$ cat config.mk
export PLATFORM = sky130hd
export DESIGN_NAME = charger_limit_protect_logic
export DESIGN_NICKNAME = d
export VERILOG_FILES = /design/src/rtl/charger_pkg.sv /design/src/rtl/charger_limit_protect_logic.sv
export SDC_FILE = /design/constraint.sdc
export NUM_CORES = 1
export LEC_CHECK = 0
export BUFFER_PORTS_ARGS = -buffer_cell sky130_fd_sc_hd__buf_2
export CAP_MARGIN = 20
export CORE_MARGIN = 2
export CORE_UTILIZATION = 30
export CTS_BUF_LIST = sky130_fd_sc_hd__clkbuf_8
export DETAILED_ROUTE_END_ITERATION = 12
export GPL_TIMING_DRIVEN = 0
export PLACE_DENSITY = 0.6
export SYNTH_ARGS = -nofsm -noshare
export SYNTH_HDL_FRONTEND = slang
export SYNTH_SLANG_ARGS = --single-unit
$ cat constraint.sdc
create_clock -name pclk -period 2.8 [get_ports pclk]
set_input_delay 0.28 -clock pclk [delete_from_list [all_inputs] [get_ports pclk]]
set_output_delay 0.28 -clock pclk [all_outputs]
set_load 0.03 [all_outputs]
$ cat src/rtl/charger_pkg.sv
package charger_pkg;

  // register word addresses (printed offsets not all multiples of 4)
  localparam logic [7:0] IDX_FAULT   = 8'h00;
  localparam logic [7:0] IDX_LIMIT   = 8'h01;
  localparam logic [7:0] IDX_FLOAT   = 8'h02;
  localparam logic [7:0] IDX_CURRENT = 8'h04;
  localparam logic [7:0] IDX_FLOOR   = 8'h05;
  localparam logic [7:0] IDX_CEILING = 8'h06;
  localparam logic [7:0] IDX_STATUS  = 8'h07;

  // reset values
  localparam logic [7:0] LIMIT_RST   = 8'h00;
  localparam logic [7:0] FLOAT_RST   = 8'h00;
  localparam logic [7:0] CURRENT_RST = 8'h00;
  localparam logic [2:0] FLOOR_RST   = 3'h0;
  localparam logic [7:0] CEILING_RST = 8'h00;

  // field constants
  localparam logic [5:0] VFLOAT_BASE   = 6'h23;
  localparam logic [3:0] VCEIL_TOP     = 4'hC;
  localparam logic [3:0] ICEIL_TOP     = 4'hA;
  localparam logic [3:0] FOLDBACK_CODE = 4'h0;

  // fault codes
  localparam logic [2:0] FAULT_NONE = 3'h0;
  localparam logic [2:0] FAULT_OVP  = 3'h1;
  localparam logic [2:0] FAULT_UV   = 3'h3;
  localparam logic [2:0] FAULT_TSD  = 3'h5;
  localparam logic [1:0] STATUS_FAULT = 2'h3;

  // timing
  localparam int CLK_HZ        = 10_000_000;
  localparam int RETRY_MS      = 2000;
  localparam int RETRY_CYCLES  = CLK_HZ / 1000 * RETRY_MS;
  localparam int PULSE_US      = 128;
  localparam int PULSE_CYCLES  = CLK_HZ / 1_000_000 * PULSE_US;

  // analog comparator flags
  typedef struct packed {
    logic foldback;     // die at or above foldback level
    logic shutdown;     // die above shutdown level
    logic undervolt;    // input below undervoltage level
    logic overvolt;     // input above overvoltage level
    logic ovp_clear;    // input 100 mV below overvoltage level
    logic sleep;        // input below battery plus sleep margin
    logic short_batt;   // battery below short-battery threshold
    logic vin_limit;    // input voltage loop is limiting
  } analog_flags_t;

  // charger state
  typedef enum logic [3:0] {
    ST_CHARGE  = 4'b0001,
    ST_SUSPEND = 4'b0010,
    ST_RETRY   = 4'b0100,
    ST_OVP     = 4'b1000
  } chg_state_t;

  // ceiling lock state
  typedef enum logic [2:0] {
    LK_SHORT = 3'b001,
    LK_OPEN  = 3'b010,
    LK_LOCK  = 3'b100
  } lock_state_t;

endpackage

$ cat src/rtl/charger_limit_protect_logic.sv
// Design decision made here: the APB slave port.
`timescale 1ns/100ps
// How it works
// - input current cap decoded from control bits
// - flag set while input voltage loop limits
// - floor select steps 80 mV from 4.213
// - ceiling register caps float and current
// - ceiling reloads default above short threshold
// - other write locks ceiling until short battery
// - writes above ceiling store the ceiling
// - current ceiling codes 10-15 saturate
// - voltage ceiling code 0x23 plus field
// - foldback forces current code to 550 mA
// - shutdown suspends, fault 101, status pulse
// - suspend freezes retry timer, pulse runs on, resumes on cooling
// - sleep mode blocks reverse current
// - undervoltage stops charge, fault 011, pulse
// - retry after interval once input recovers
// - overvoltage while charging opens switch, fault 001, pulse
// - overvoltage clears at hysteresis, revalidates
// - fault code readable in register zero
module charger_limit_protect_logic #(
  parameter int RETRY_COUNT = charger_pkg::RETRY_CYCLES,
  parameter int PULSE_COUNT = charger_pkg::PULSE_CYCLES
) (
  // clock and reset
  input  wire logic                       pclk,
  input  wire logic                       presetn,
  // apb slave
  input  wire logic                       psel,
  input  wire logic                       penable,
  input  wire logic                       pwrite,
  input  wire logic [11:0]                paddr,
  input  wire logic [31:0]                pwdata,
  output logic      [31:0]                prdata,
  output logic                            pready,
  output logic                            pslverr,
  // analog comparators, asynchronous
  input  wire charger_pkg::analog_flags_t flags_async,
  // controls to the analog side
  output logic      [1:0]                 input_current_cap,
  output logic      [2:0]                 input_voltage_floor_sel,
  output logic      [5:0]                 float_voltage_code,
  output logic      [3:0]                 charge_current_code,
  output logic                            charge_enable,
  output logic                            input_switch_on,
  output logic                            sleep_mode,
  output logic                            status_pulse
);
  import charger_pkg::*;

  // refuse counts that the counters cannot serve; a zero count would
  // leave the retry state at once and cut the status pulse to one cycle
  if (RETRY_COUNT < 1 || PULSE_COUNT < 1)
  begin
    $error("counts must be at least one");
  end

  // saturate current ceiling field to the top code; codes ten and
  // above all mean the same top current, so they compare as one
  function automatic logic [3:0] icap(input logic [3:0] f);
    icap = (f >= ICEIL_TOP) ? ICEIL_TOP : f;
  endfunction

  // largest float code allowed by the voltage ceiling field; the
  // top four field codes share one ceiling, so the sum never wraps
  function automatic logic [5:0] vcap(input logic [3:0] f);
    logic [3:0] s;
    s = (f >= VCEIL_TOP) ? VCEIL_TOP : f;
    vcap = VFLOAT_BASE + {2'b00, s};
  endfunction

  // registers
  analog_flags_t flags_meta_reg;   // first stage, read only by second
  analog_flags_t flags_reg;        // synchronised flags
  logic [7:0]    limit_reg;        // cap in bits 7:6
  logic [5:0]    float_reg;        // float code in bits 7:2
  logic [3:0]    current_reg;      // current code in bits 7:4
  logic [2:0]    floor_reg;        // floor select in bits 2:0
  logic [7:0]    ceiling_reg;      // ceiling fields
  logic [7:0]    ceil_first_reg;   // first of the two ceiling writes
  logic          ceil_half_reg;    // one ceiling write seen
  // lock and protection state
  lock_state_t   lock_reg;         // ceiling write window
  chg_state_t    state_reg;        // charge, suspend, retry, overvoltage
  logic [2:0]    fault_reg;        // last fault code, kept until next
  logic [1:0]    status_reg;       // status code
  // counters are 32 bits so any positive int count fits
  logic [31:0]   retry_cnt_reg;    // retry interval elapsed
  logic [31:0]   pulse_cnt_reg;    // status pulse cycles left

  // apb decode
  logic       acc;
  logic       wr;
  logic [7:0] widx;
  logic       map_hit;
  logic [7:0] wbyte;
  logic       fault_event;

  // a transfer is in its access cycle while both strobes are high
  assign acc   = psel && penable;
  assign widx  = paddr[9:2];
  assign wr    = acc && pwrite && paddr[1:0] == 2'b00;
  assign wbyte = pwdata[7:0];
  // only aligned addresses of listed words answer without error
  assign map_hit = paddr[1:0] == 2'b00 &&
                   paddr[11:10] == 2'b00 &&
                   (widx == IDX_FAULT || widx == IDX_LIMIT ||
                    widx == IDX_FLOAT || widx == IDX_CURRENT ||
                    widx == IDX_FLOOR || widx == IDX_CEILING ||
                    widx == IDX_STATUS);

  // two-stage synchroniser for analog comparisons
  // the first stage may go metastable; only the second reads it
  always_ff @(posedge pclk or negedge presetn)
  begin
    if (!presetn)
    begin
      flags_meta_reg <= '0;
      flags_reg      <= '0;
    end
    else
    begin
      flags_meta_reg <= flags_async;
      flags_reg      <= flags_meta_reg;
    end
  end

  // single-cycle answer, error on unmapped address
  // pready answers the access cycle after every setup; read data is
  // captured at setup so it stands through the access cycle
  always_ff @(posedge pclk or negedge presetn)
  begin
    if (!presetn)
    begin
      pready  <= 1'b0;
      pslverr <= 1'b0;
      prdata  <= 32'h0000_0000;
    end
    else
    begin
      pready  <= psel && !penable;
      pslverr <= psel && !penable && !map_hit;
      prdata  <= 32'h0000_0000;
      // only mapped reads load data; unused bits read as zero
      if (psel && !penable && !pwrite && map_hit)
      begin
        case (widx)
          IDX_FAULT:   prdata[2:0] <= fault_reg;
          IDX_LIMIT:   prdata[7:0] <= limit_reg;
          IDX_FLOAT:   prdata[7:2] <= float_reg;
          IDX_CURRENT: prdata[7:4] <= current_reg;
          IDX_FLOOR:   prdata[3:0] <= {flags_reg.vin_limit,
                                       floor_reg};
          IDX_CEILING: prdata[7:0] <= ceiling_reg;
          IDX_STATUS:  prdata[3:0] <= {state_reg == ST_SUSPEND,
                                       sleep_mode, status_reg};
          default:     prdata <= 32'h0000_0000;
        endcase
      end
    end
  end

  // note: the write takes effect at the access edge; pready is high there
  logic wr_now;
  assign wr_now = wr && pready && map_hit;

  // ordinary control registers; float and current clamped against the ceiling
  // a write above the ceiling stores the ceiling itself, so software
  // reads back what the analog side is really given
  always_ff @(posedge pclk or negedge presetn)
  begin
    if (!presetn)
    begin
      limit_reg   <= LIMIT_RST;
      float_reg   <= FLOAT_RST[7:2];
      current_reg <= CURRENT_RST[7:4];
      floor_reg   <= FLOOR_RST;
    end
    else if (wr_now)
    begin
      case (widx)
        IDX_LIMIT: limit_reg <= wbyte;
        IDX_FLOAT: float_reg <= (wbyte[7:2] > vcap(ceiling_reg[3:0])) ?
                                vcap(ceiling_reg[3:0]) :
                                wbyte[7:2];
        IDX_CURRENT: current_reg <=
                       (wbyte[7:4] > icap(ceiling_reg[7:4])) ?
                       icap(ceiling_reg[7:4]) : wbyte[7:4];
        IDX_FLOOR: floor_reg <= wbyte[2:0];
        // fault, status and ceiling words are not held here
        default: ;
      endcase
    end
  end

  // ceiling lock: reload above short threshold, lock on double or other
  always_ff @(posedge pclk or negedge presetn)
  begin
    if (!presetn)
    begin
      lock_reg       <= LK_SHORT;
      ceiling_reg    <= CEILING_RST;
      ceil_first_reg <= 8'h00;
      ceil_half_reg  <= 1'b0;
    end
    // short battery wins over everything, so no write can lock the
    // ceiling while the cell is still below the threshold
    else if (flags_reg.short_batt)
    begin
      lock_reg      <= LK_SHORT;
      ceil_half_reg <= 1'b0;
    end
    else
    begin
      case (lock_reg)
        // just rose above the threshold: reload the default
        LK_SHORT:
        begin
          ceiling_reg <= CEILING_RST;
          lock_reg    <= LK_OPEN;
        end
        LK_OPEN:
        begin
          if (wr_now && widx == IDX_CEILING)
          begin
            if (ceil_half_reg && wbyte == ceil_first_reg)
            begin
              ceiling_reg <= wbyte;
              lock_reg    <= LK_LOCK;
            end
            else
            begin
              // an unmatched write becomes the new first write
              ceil_first_reg <= wbyte;
              ceil_half_reg  <= 1'b1;
            end
          end
          // any other register write shuts the window
          else if (wr_now)
            lock_reg <= LK_LOCK;
        end
        LK_LOCK: ;  // writes ignored until short battery
        default: lock_reg <= LK_LOCK;
      endcase
    end
  end

  // protection state machine
  always_ff @(posedge pclk or negedge presetn)
  begin
    if (!presetn)
    begin
      state_reg     <= ST_CHARGE;
      fault_reg     <= FAULT_NONE;
      status_reg    <= 2'b00;
      retry_cnt_reg <= 32'h0000_0000;
    end
    else
    begin
      case (state_reg)
        // overvoltage outranks shutdown, which outranks undervoltage,
        // so from the charge state the input switch opens whatever else is going on
        ST_CHARGE:
        begin
          if (flags_reg.overvolt)
          begin
            state_reg  <= ST_OVP;
            fault_reg  <= FAULT_OVP;
            status_reg <= STATUS_FAULT;
          end
          else if (flags_reg.shutdown)
          begin
            state_reg <= ST_SUSPEND;
            fault_reg <= FAULT_TSD;
          end
          else if (flags_reg.undervolt)
          begin
            state_reg     <= ST_RETRY;
            fault_reg     <= FAULT_UV;
            status_reg    <= STATUS_FAULT;
            retry_cnt_reg <= 32'h0000_0000;
          end
        end
        // the retry count holds while suspended, the status pulse runs on; leave only once cooled
        // below the foldback level as well
        ST_SUSPEND:
          if (!flags_reg.shutdown && !flags_reg.foldback)
            state_reg <= ST_CHARGE;
        // count out the retry interval, then wait for the input
        ST_RETRY:
        begin
          if (retry_cnt_reg < RETRY_COUNT[31:0])
            retry_cnt_reg <= retry_cnt_reg + 32'h0000_0001;
          else if (!flags_reg.undervolt)
          begin
            state_reg  <= ST_CHARGE;
            status_reg <= 2'b00;
          end
        end
        // hysteresis passed: revalidate through retry with the
        // interval already spent, so only the input level decides
        ST_OVP:
          if (flags_reg.ovp_clear && !flags_reg.overvolt)
          begin
            state_reg     <= ST_RETRY;
            status_reg    <= STATUS_FAULT;
            retry_cnt_reg <= RETRY_COUNT[31:0];
          end
        // an illegal code falls back to charging
        default: state_reg <= ST_CHARGE;
      endcase
    end
  end

  // a fault is only reported when leaving the charge state; a second
  // event while already out of charge stays silent
  assign fault_event = state_reg == ST_CHARGE &&
                       (flags_reg.overvolt || flags_reg.shutdown ||
                        flags_reg.undervolt);

  // status pulse stretcher: the pin stays high PULSE_COUNT cycles
  // from the event; a fault only ever fires from the charge state, so
  // a running pulse restarts only if charging resumed before it ran out
  always_ff @(posedge pclk or negedge presetn)
  begin
    if (!presetn)
    begin
      pulse_cnt_reg <= 32'h0000_0000;
      status_pulse  <= 1'b0;
    end
    else if (fault_event)
    begin
      pulse_cnt_reg <= PULSE_COUNT[31:0];
      status_pulse  <= 1'b1;
    end
    // count down to one, then drop the pin
    else if (pulse_cnt_reg > 32'h0000_0001)
      pulse_cnt_reg <= pulse_cnt_reg - 32'h0000_0001;
    else
    begin
      pulse_cnt_reg <= 32'h0000_0000;
      status_pulse  <= 1'b0;
    end
  end

  // registered outputs to the analog side
  // every output leaves a flip-flop, so the analog side never sees
  // decode glitches from the bus or the state machine
  always_ff @(posedge pclk or negedge presetn)
  begin
    if (!presetn)
    begin
      input_current_cap       <= 2'b00;
      input_voltage_floor_sel <= 3'b000;
      float_voltage_code      <= 6'h00;
      charge_current_code     <= 4'h0;
      charge_enable           <= 1'b0;
      input_switch_on         <= 1'b0;
      sleep_mode              <= 1'b0;
    end
    else
    begin
      input_current_cap       <= limit_reg[7:6];
      input_voltage_floor_sel <= floor_reg;
      float_voltage_code      <= float_reg;
      // foldback overrides the code but not the register, so the
      // programmed current returns as soon as the die cools
      charge_current_code     <= flags_reg.foldback ? FOLDBACK_CODE :
                                 current_reg;
      // sleep also stops charging while it blocks reverse current
      charge_enable   <= state_reg == ST_CHARGE && !sleep_mode;
      input_switch_on <= state_reg != ST_OVP;
      sleep_mode      <= flags_reg.sleep && !flags_reg.undervolt;
    end
  end

endmodule

Word level (Yosys, flattened, before mapping)
Index checks and enable logic that the tools add are counted.

word-level totals
  memories = 0
  RAM bits = 0
  logic and storage cells = 188
  flip-flop bits (word level) = 183
  memory bits (read-only) = 0
  bits in latches = 0

operators by class
  multipliers = 0
  order comparisons = 6
  reductions and logical operators = 54
  muxes and demuxes = 50
  equality and inequality tests = 33
  bitwise operators = 2
  add/sub/neg operators = 3
  shift operators = 0
  divide/modulo/power cells = 0

operator list
  operator                 number
  $mux W32                 7
  $pmux W32 S3             1
  $mux W4                  11
  $add A32 B1 Y32 const B  1
  $eq A8 B3 Y1 const B     4
  $gt A32 B1 Y1 const B    1
  $lt A32 B25 Y1 const B   1
  $pmux W4 S4              2
  $sub A32 B1 Y32 const B  1
  $mux W8                  3
  $ne A2 B2 Y1 const B     12
  $mux W3                  7
  $logic_and A1 B1 Y1      18
  $ne A4 B4 Y1 const B     4
  $pmux W8 S2              1
  $mux W2                  6
  $reduce_and A6 Y1        2
  $pmux W2 S5              1
  $reduce_and A2 Y1        5
  $pmux W3 S3              1
  $eq A8 B1 Y1 const B     1
  $eq A8 B2 Y1 const B     1
  $eq A8 B8 Y1             1
  $ge A4 B4 Y1 const B     2
  other kinds (27)         54

Depth between registers and ports, before layout
  depth in word-level cells = 13
  depth in mapped cells = 11
  gate-level depth less buffers = 11

Least setup slack after synthesis
Ideal clock, no wire load.

  path kind = reg-to-reg
  start = reg pulse_cnt_reg[19]
  end = reg pulse_cnt_reg[29]
  clock period less this slack = 2.674 ns
  stages on the path, launching flop included = 8
  path buffers = 2
  data arrival time = 2.545 ns
  setup time = 0.130 ns
  setup slack = 0.126 ns
  cell sequence = dfrtp_1 -> or4_1 -> buf_2 -> or4b_4 -> or4_4 -> o31ai_4 -> buf_6 -> a21oi_1

between the ends
  longest elaborated chain between the ends = 3
  elaborated cells on any way between the ends = 4
  those cells by class = add/sub (1); order compare (1); mux (2)

RTL lines
  item                                                     RTL line                                                                source
  from (decl)                                              charger_limit_protect_logic.sv:90                                       logic [31:0] pulse_cnt_reg;
  from (signal assigned)                                   charger_limit_protect_logic.sv:334                                      pulse_cnt_reg <= PULSE_COUNT[31:0];
  from (signal assigned)                                   charger_limit_protect_logic.sv:339                                      pulse_cnt_reg <= pulse_cnt_reg - 32'h0000_0001;
  $sub A32 B1 Y32 / $gt A32 B1 Y1 (equally long branches)  charger_limit_protect_logic.sv:339, charger_limit_protect_logic.sv:338
  $mux W32 (*)                                             charger_limit_protect_logic.sv:338                                      else if (pulse_cnt_reg > 32'h0000_0001)
  $mux W32 (*)                                             charger_limit_protect_logic.sv:332                                      else if (fault_event)

Every way passes the cells marked *; elsewhere a longest branch is shown, timed or not.
A chain may end at the register's enable or synchronous reset.

Worst setup path after layout
  start = reg pulse_cnt_reg[20]
  end = reg pulse_cnt_reg[16]

between the ends
  longest elaborated chain between the ends = 3

RTL lines
  item           RTL line
  $gt A32 B1 Y1  charger_limit_protect_logic.sv:338
  $mux W32       charger_limit_protect_logic.sv:338
  $mux W32       charger_limit_protect_logic.sv:332

No other way between the ends.

==> impl_metrics.json <==
{
  "synthCells": 778,
  "grt_pass1_vias": 6034,
  "status": "finished, final reports clean",
  "hold_viol": 0,
  "design.core.area_um2": 25980,
  "area_delta_synth_final_pct": 18.38,
  "start_util_pct": 30.49,
  "ys_warn_count": 0,
  "tightest_slew_ns": 1.127,
  "cts_root_buf": "clkbuf_8",
  "critPathTopFamily": "simple AND/OR/NAND/NOR gates",
  "clock_latency_ns": 0.46,
  "first_iter_violations": 534,
  "place_hpwl_mm": 13.86,
  "nNetsFinal": 969,
  "synth_cell_types": 67,
  "crit_cells": 8,
  "layout_commonest_cell": "dfrtp_1",
  "synth-edff-count": 0,
  "clock_sinks": 158,
  "drive_above_1_share_pct": 20.29,
  "crit_arrival_ns": 3.15,
  "final_core_util_pct": 36.09,
  "viasPerCell": 5.024,
  "rsz0062_at_grt": "true",
  "cts_tree": "yes",
  "cp_num_buf_inv": 3,
  "power.density_nw_per_um2": 674.6,
  "crit_end": "pulse_cnt_reg[16]",
  "htreeDepth": 4,
  "boundaryPins": 110,
  "r2r-start": "pulse_cnt_reg[20]",
  "drv_slew": 0,
  "critPathLaunchType": "register",
  "die-area_um2": 27720,
  "period_share_pct": 99.99,
  "cap_violations": 0,
  "gp_congestion": 0.8746,
  "crit_path_max_incr_delay_ns": 0.54,
  "die_y_um": 166.5,
  "grt_antenna_before_repair": 1,
  "syn-mean-instance-area_um2": 10.18,
  "ir_drop_uv": 374.2,
  "diodes": 0,
  "fin_setup_tns_ns": 0,
  "critPathKind": "reg2reg",
  "worstPathRequired_ns": 3.15,
  "first_pass_iters": 5,
  "syn_area_um2": 7923,
  "drt_wl_total_mm": 19.57,
  "leakagePower_nw": 4.259,
  "grt_usage_pct": 14.02,
  "clk_path_buf_depth": 2,
  "r2r-end": "pulse_cnt_reg[16]",
  "min_from": "psel",
  "synth-seq-area-share_pct": 49.94,
  "ys_async_sr_fraction_pct": 100.0,
  "final_cell_mix": "dfrtp_1, nor2_1, buf_2",
  "finClkSkew_ns": 0.01171,
  "clk_pin_slew_ns": 0.10,
  "grt_pass1_wl_mm": 31.55,
  "rr_worst_depth": 8,
  "cts_buffers": 17,
  "final_antenna_net_count": 0,
  "startpoint": "pulse_cnt_reg[20]",
  "die_x_um": 166.5,
  "relSlewSlack_pct": 24.29,
  "drcViolationCount": 0,
  "synth-main-ff-cell": "dfrtp_1",
  "slowest_stage": "or4_4",
  "wl_per_cell_um": 15.70,
  "endpoint_kind": "register",
  "grt-ovfl-total": 0,
  "vias": 6265,
  "setup_viol": 0,
  "post-route-min-period_ns": 2.800,
  "fmax_ghz": 0.3572,
  "critical_path.cell_chain": "or4_4 > buf_6 > or4b_4 > or4_4 > o31ai_4 > buf_4 > buf_4 > nor2_1",
  "fp-row-count": 59,
  "r2r_slack_ns": 0.0001,
  "port-buffer-count": 59,
  "grt_max_degree": 82,
  "ys_ff_latch": 158,
  "hp-class": "in2reg",
  "crit_fanout": 6
}
[worst register-to-register path, cell delays in order, from the launching register on]
cell	delay (ns)
dfrtp_1	0.40
or4_4	0.54
buf_6	0.14
or4b_4	0.48
or4_4	0.54
o31ai_4	0.23
buf_4	0.18
buf_4	0.14
nor2_1	0.05
[stage by stage]
stage	setup WS (ns)	cell area, µm²	cells	hold WS, ns	power (W)
floorplan	0.1258	8009	801	-0.01559	0.003926
global placement	-1.034	8723	1195	0.3361	0.004448
detailed placement	-0.5551	8761	1196	0.3021	0.004476
CTS	0.02410	9279	1237	0.04115	0.006302
global route	-0.04990	9379	1247	0.05735	0.006706
finish	0.0001488	9379	1247	0.07210	0.006327
[cells in the mapped netlist (all sizes together), types with 3 or more instances]
cell / instances / share of area [%]
nor4: 21 / 1.7
or3: 11 / 0.87
nor2b: 15 / 1.2
a311oi: 4 / 0.44
a21o: 5 / 0.47
nand3: 31 / 2.0
nand2: 52 / 2.5
and3: 9 / 0.73
mux2i: 10 / 1.3
a22oi: 6 / 0.57
a22o: 6 / 0.66
clkbuf: 27 / 1.3
o311ai: 6 / 0.66
a21oi: 26 / 1.7
o31ai: 16 / 1.7
buf: 30 / 2.9
or2: 3 / 0.24
or4: 25 / 2.4
nor4b: 4 / 0.44
or4b: 3 / 0.43
xnor2: 23 / 2.5
xor2: 9 / 1.0
ha: 13 / 2.1
o21a: 4 / 0.38
o21ai: 27 / 1.7
nor2: 65 / 3.1
mux2: 31 / 4.4
nor3: 26 / 1.6
dfrtp: 156 / 49
inv: 23 / 1.1
nor3b: 6 / 0.57
nand4: 12 / 0.95
nand2b: 10 / 0.79
and2: 9 / 0.71
o211ai: 9 / 0.85
a31oi: 10 / 0.79
nand3b: 5 / 0.47
o21bai: 3 / 0.28
[metal layers]
metal / wire [µm] / up-vias / GRT usage, % / share of wire, %
li1: - / 3028 / - / -
met1: 9323 / 3044 / 19.50 / 48
met2: 9000 / 160 / 21.49 / 46
met3: 882 / 31 / 3.137 / 4.5
met4: 358 / 2 / 5.022 / 1.8
met5: 7 / - / 0 / 0.036
[worst min-delay path by stage]
stage / endpoint / slack, ns / depth (start not counted)
after global routing: pready / 0.06 / 3
after CTS: pready / 0.04 / 3
after detailed placement: charge_current_code[2] / 0.30 / 1
after floorplan: ceil_first_reg[0] / -0.02 / 0
final: pready / 0.07 / 3
after global placement: flags_reg[4] / 0.34 / 0
[power breakdown]
| group | switching [W] | internal [W] |
|---|---|---|
| clock network | 0.000957 | 0.000822 |
| logic | 0.00119 | 0.000675 |
| registers | 0.000210 | 0.00247 |
| total | 0.00236 | 0.00397 |
[cell type report]
class / instances / area (µm²)
Timing Repair Buffer: 79 / 496.7
Sequential cell: 158 / 3956
Clock inverter: 15 / 175.2
Multi-Input combinational cell: 563 / 3667
Tap cell: 335 / 419.2
Inverter: 23 / 86.33
Clock buffer: 17 / 234.0
Buffer: 57 / 344.1
Fill cell: 2685 / 16610
[cell families (layout without fill, tap and decap cells)]
group	after synthesis	after routing	synth area share, %
AO/OA/AOI/OAI	140	140	12.21
XOR/XNOR	32	32	3.538
adder cells (fa/ha/maj)	13	13	2.053
buffers and inverters	80	191	5.243
flip-flops	158	158	49.94
multiplexers	41	41	5.670
other	1	24	0.04733
AND/OR/NAND/NOR	313	313	21.30
[timing repair]
item	4_1_cts	5_1_grt
hold buffers	9	0
gates cloned	0	2
endpoints found under the hold margin	84	0
pin swaps	1	0
resized for setup	4	14
buffers inserted	0	6
setup endpoints to repair	47	47
No activity file was read; power rests on OpenSTA's default activity.
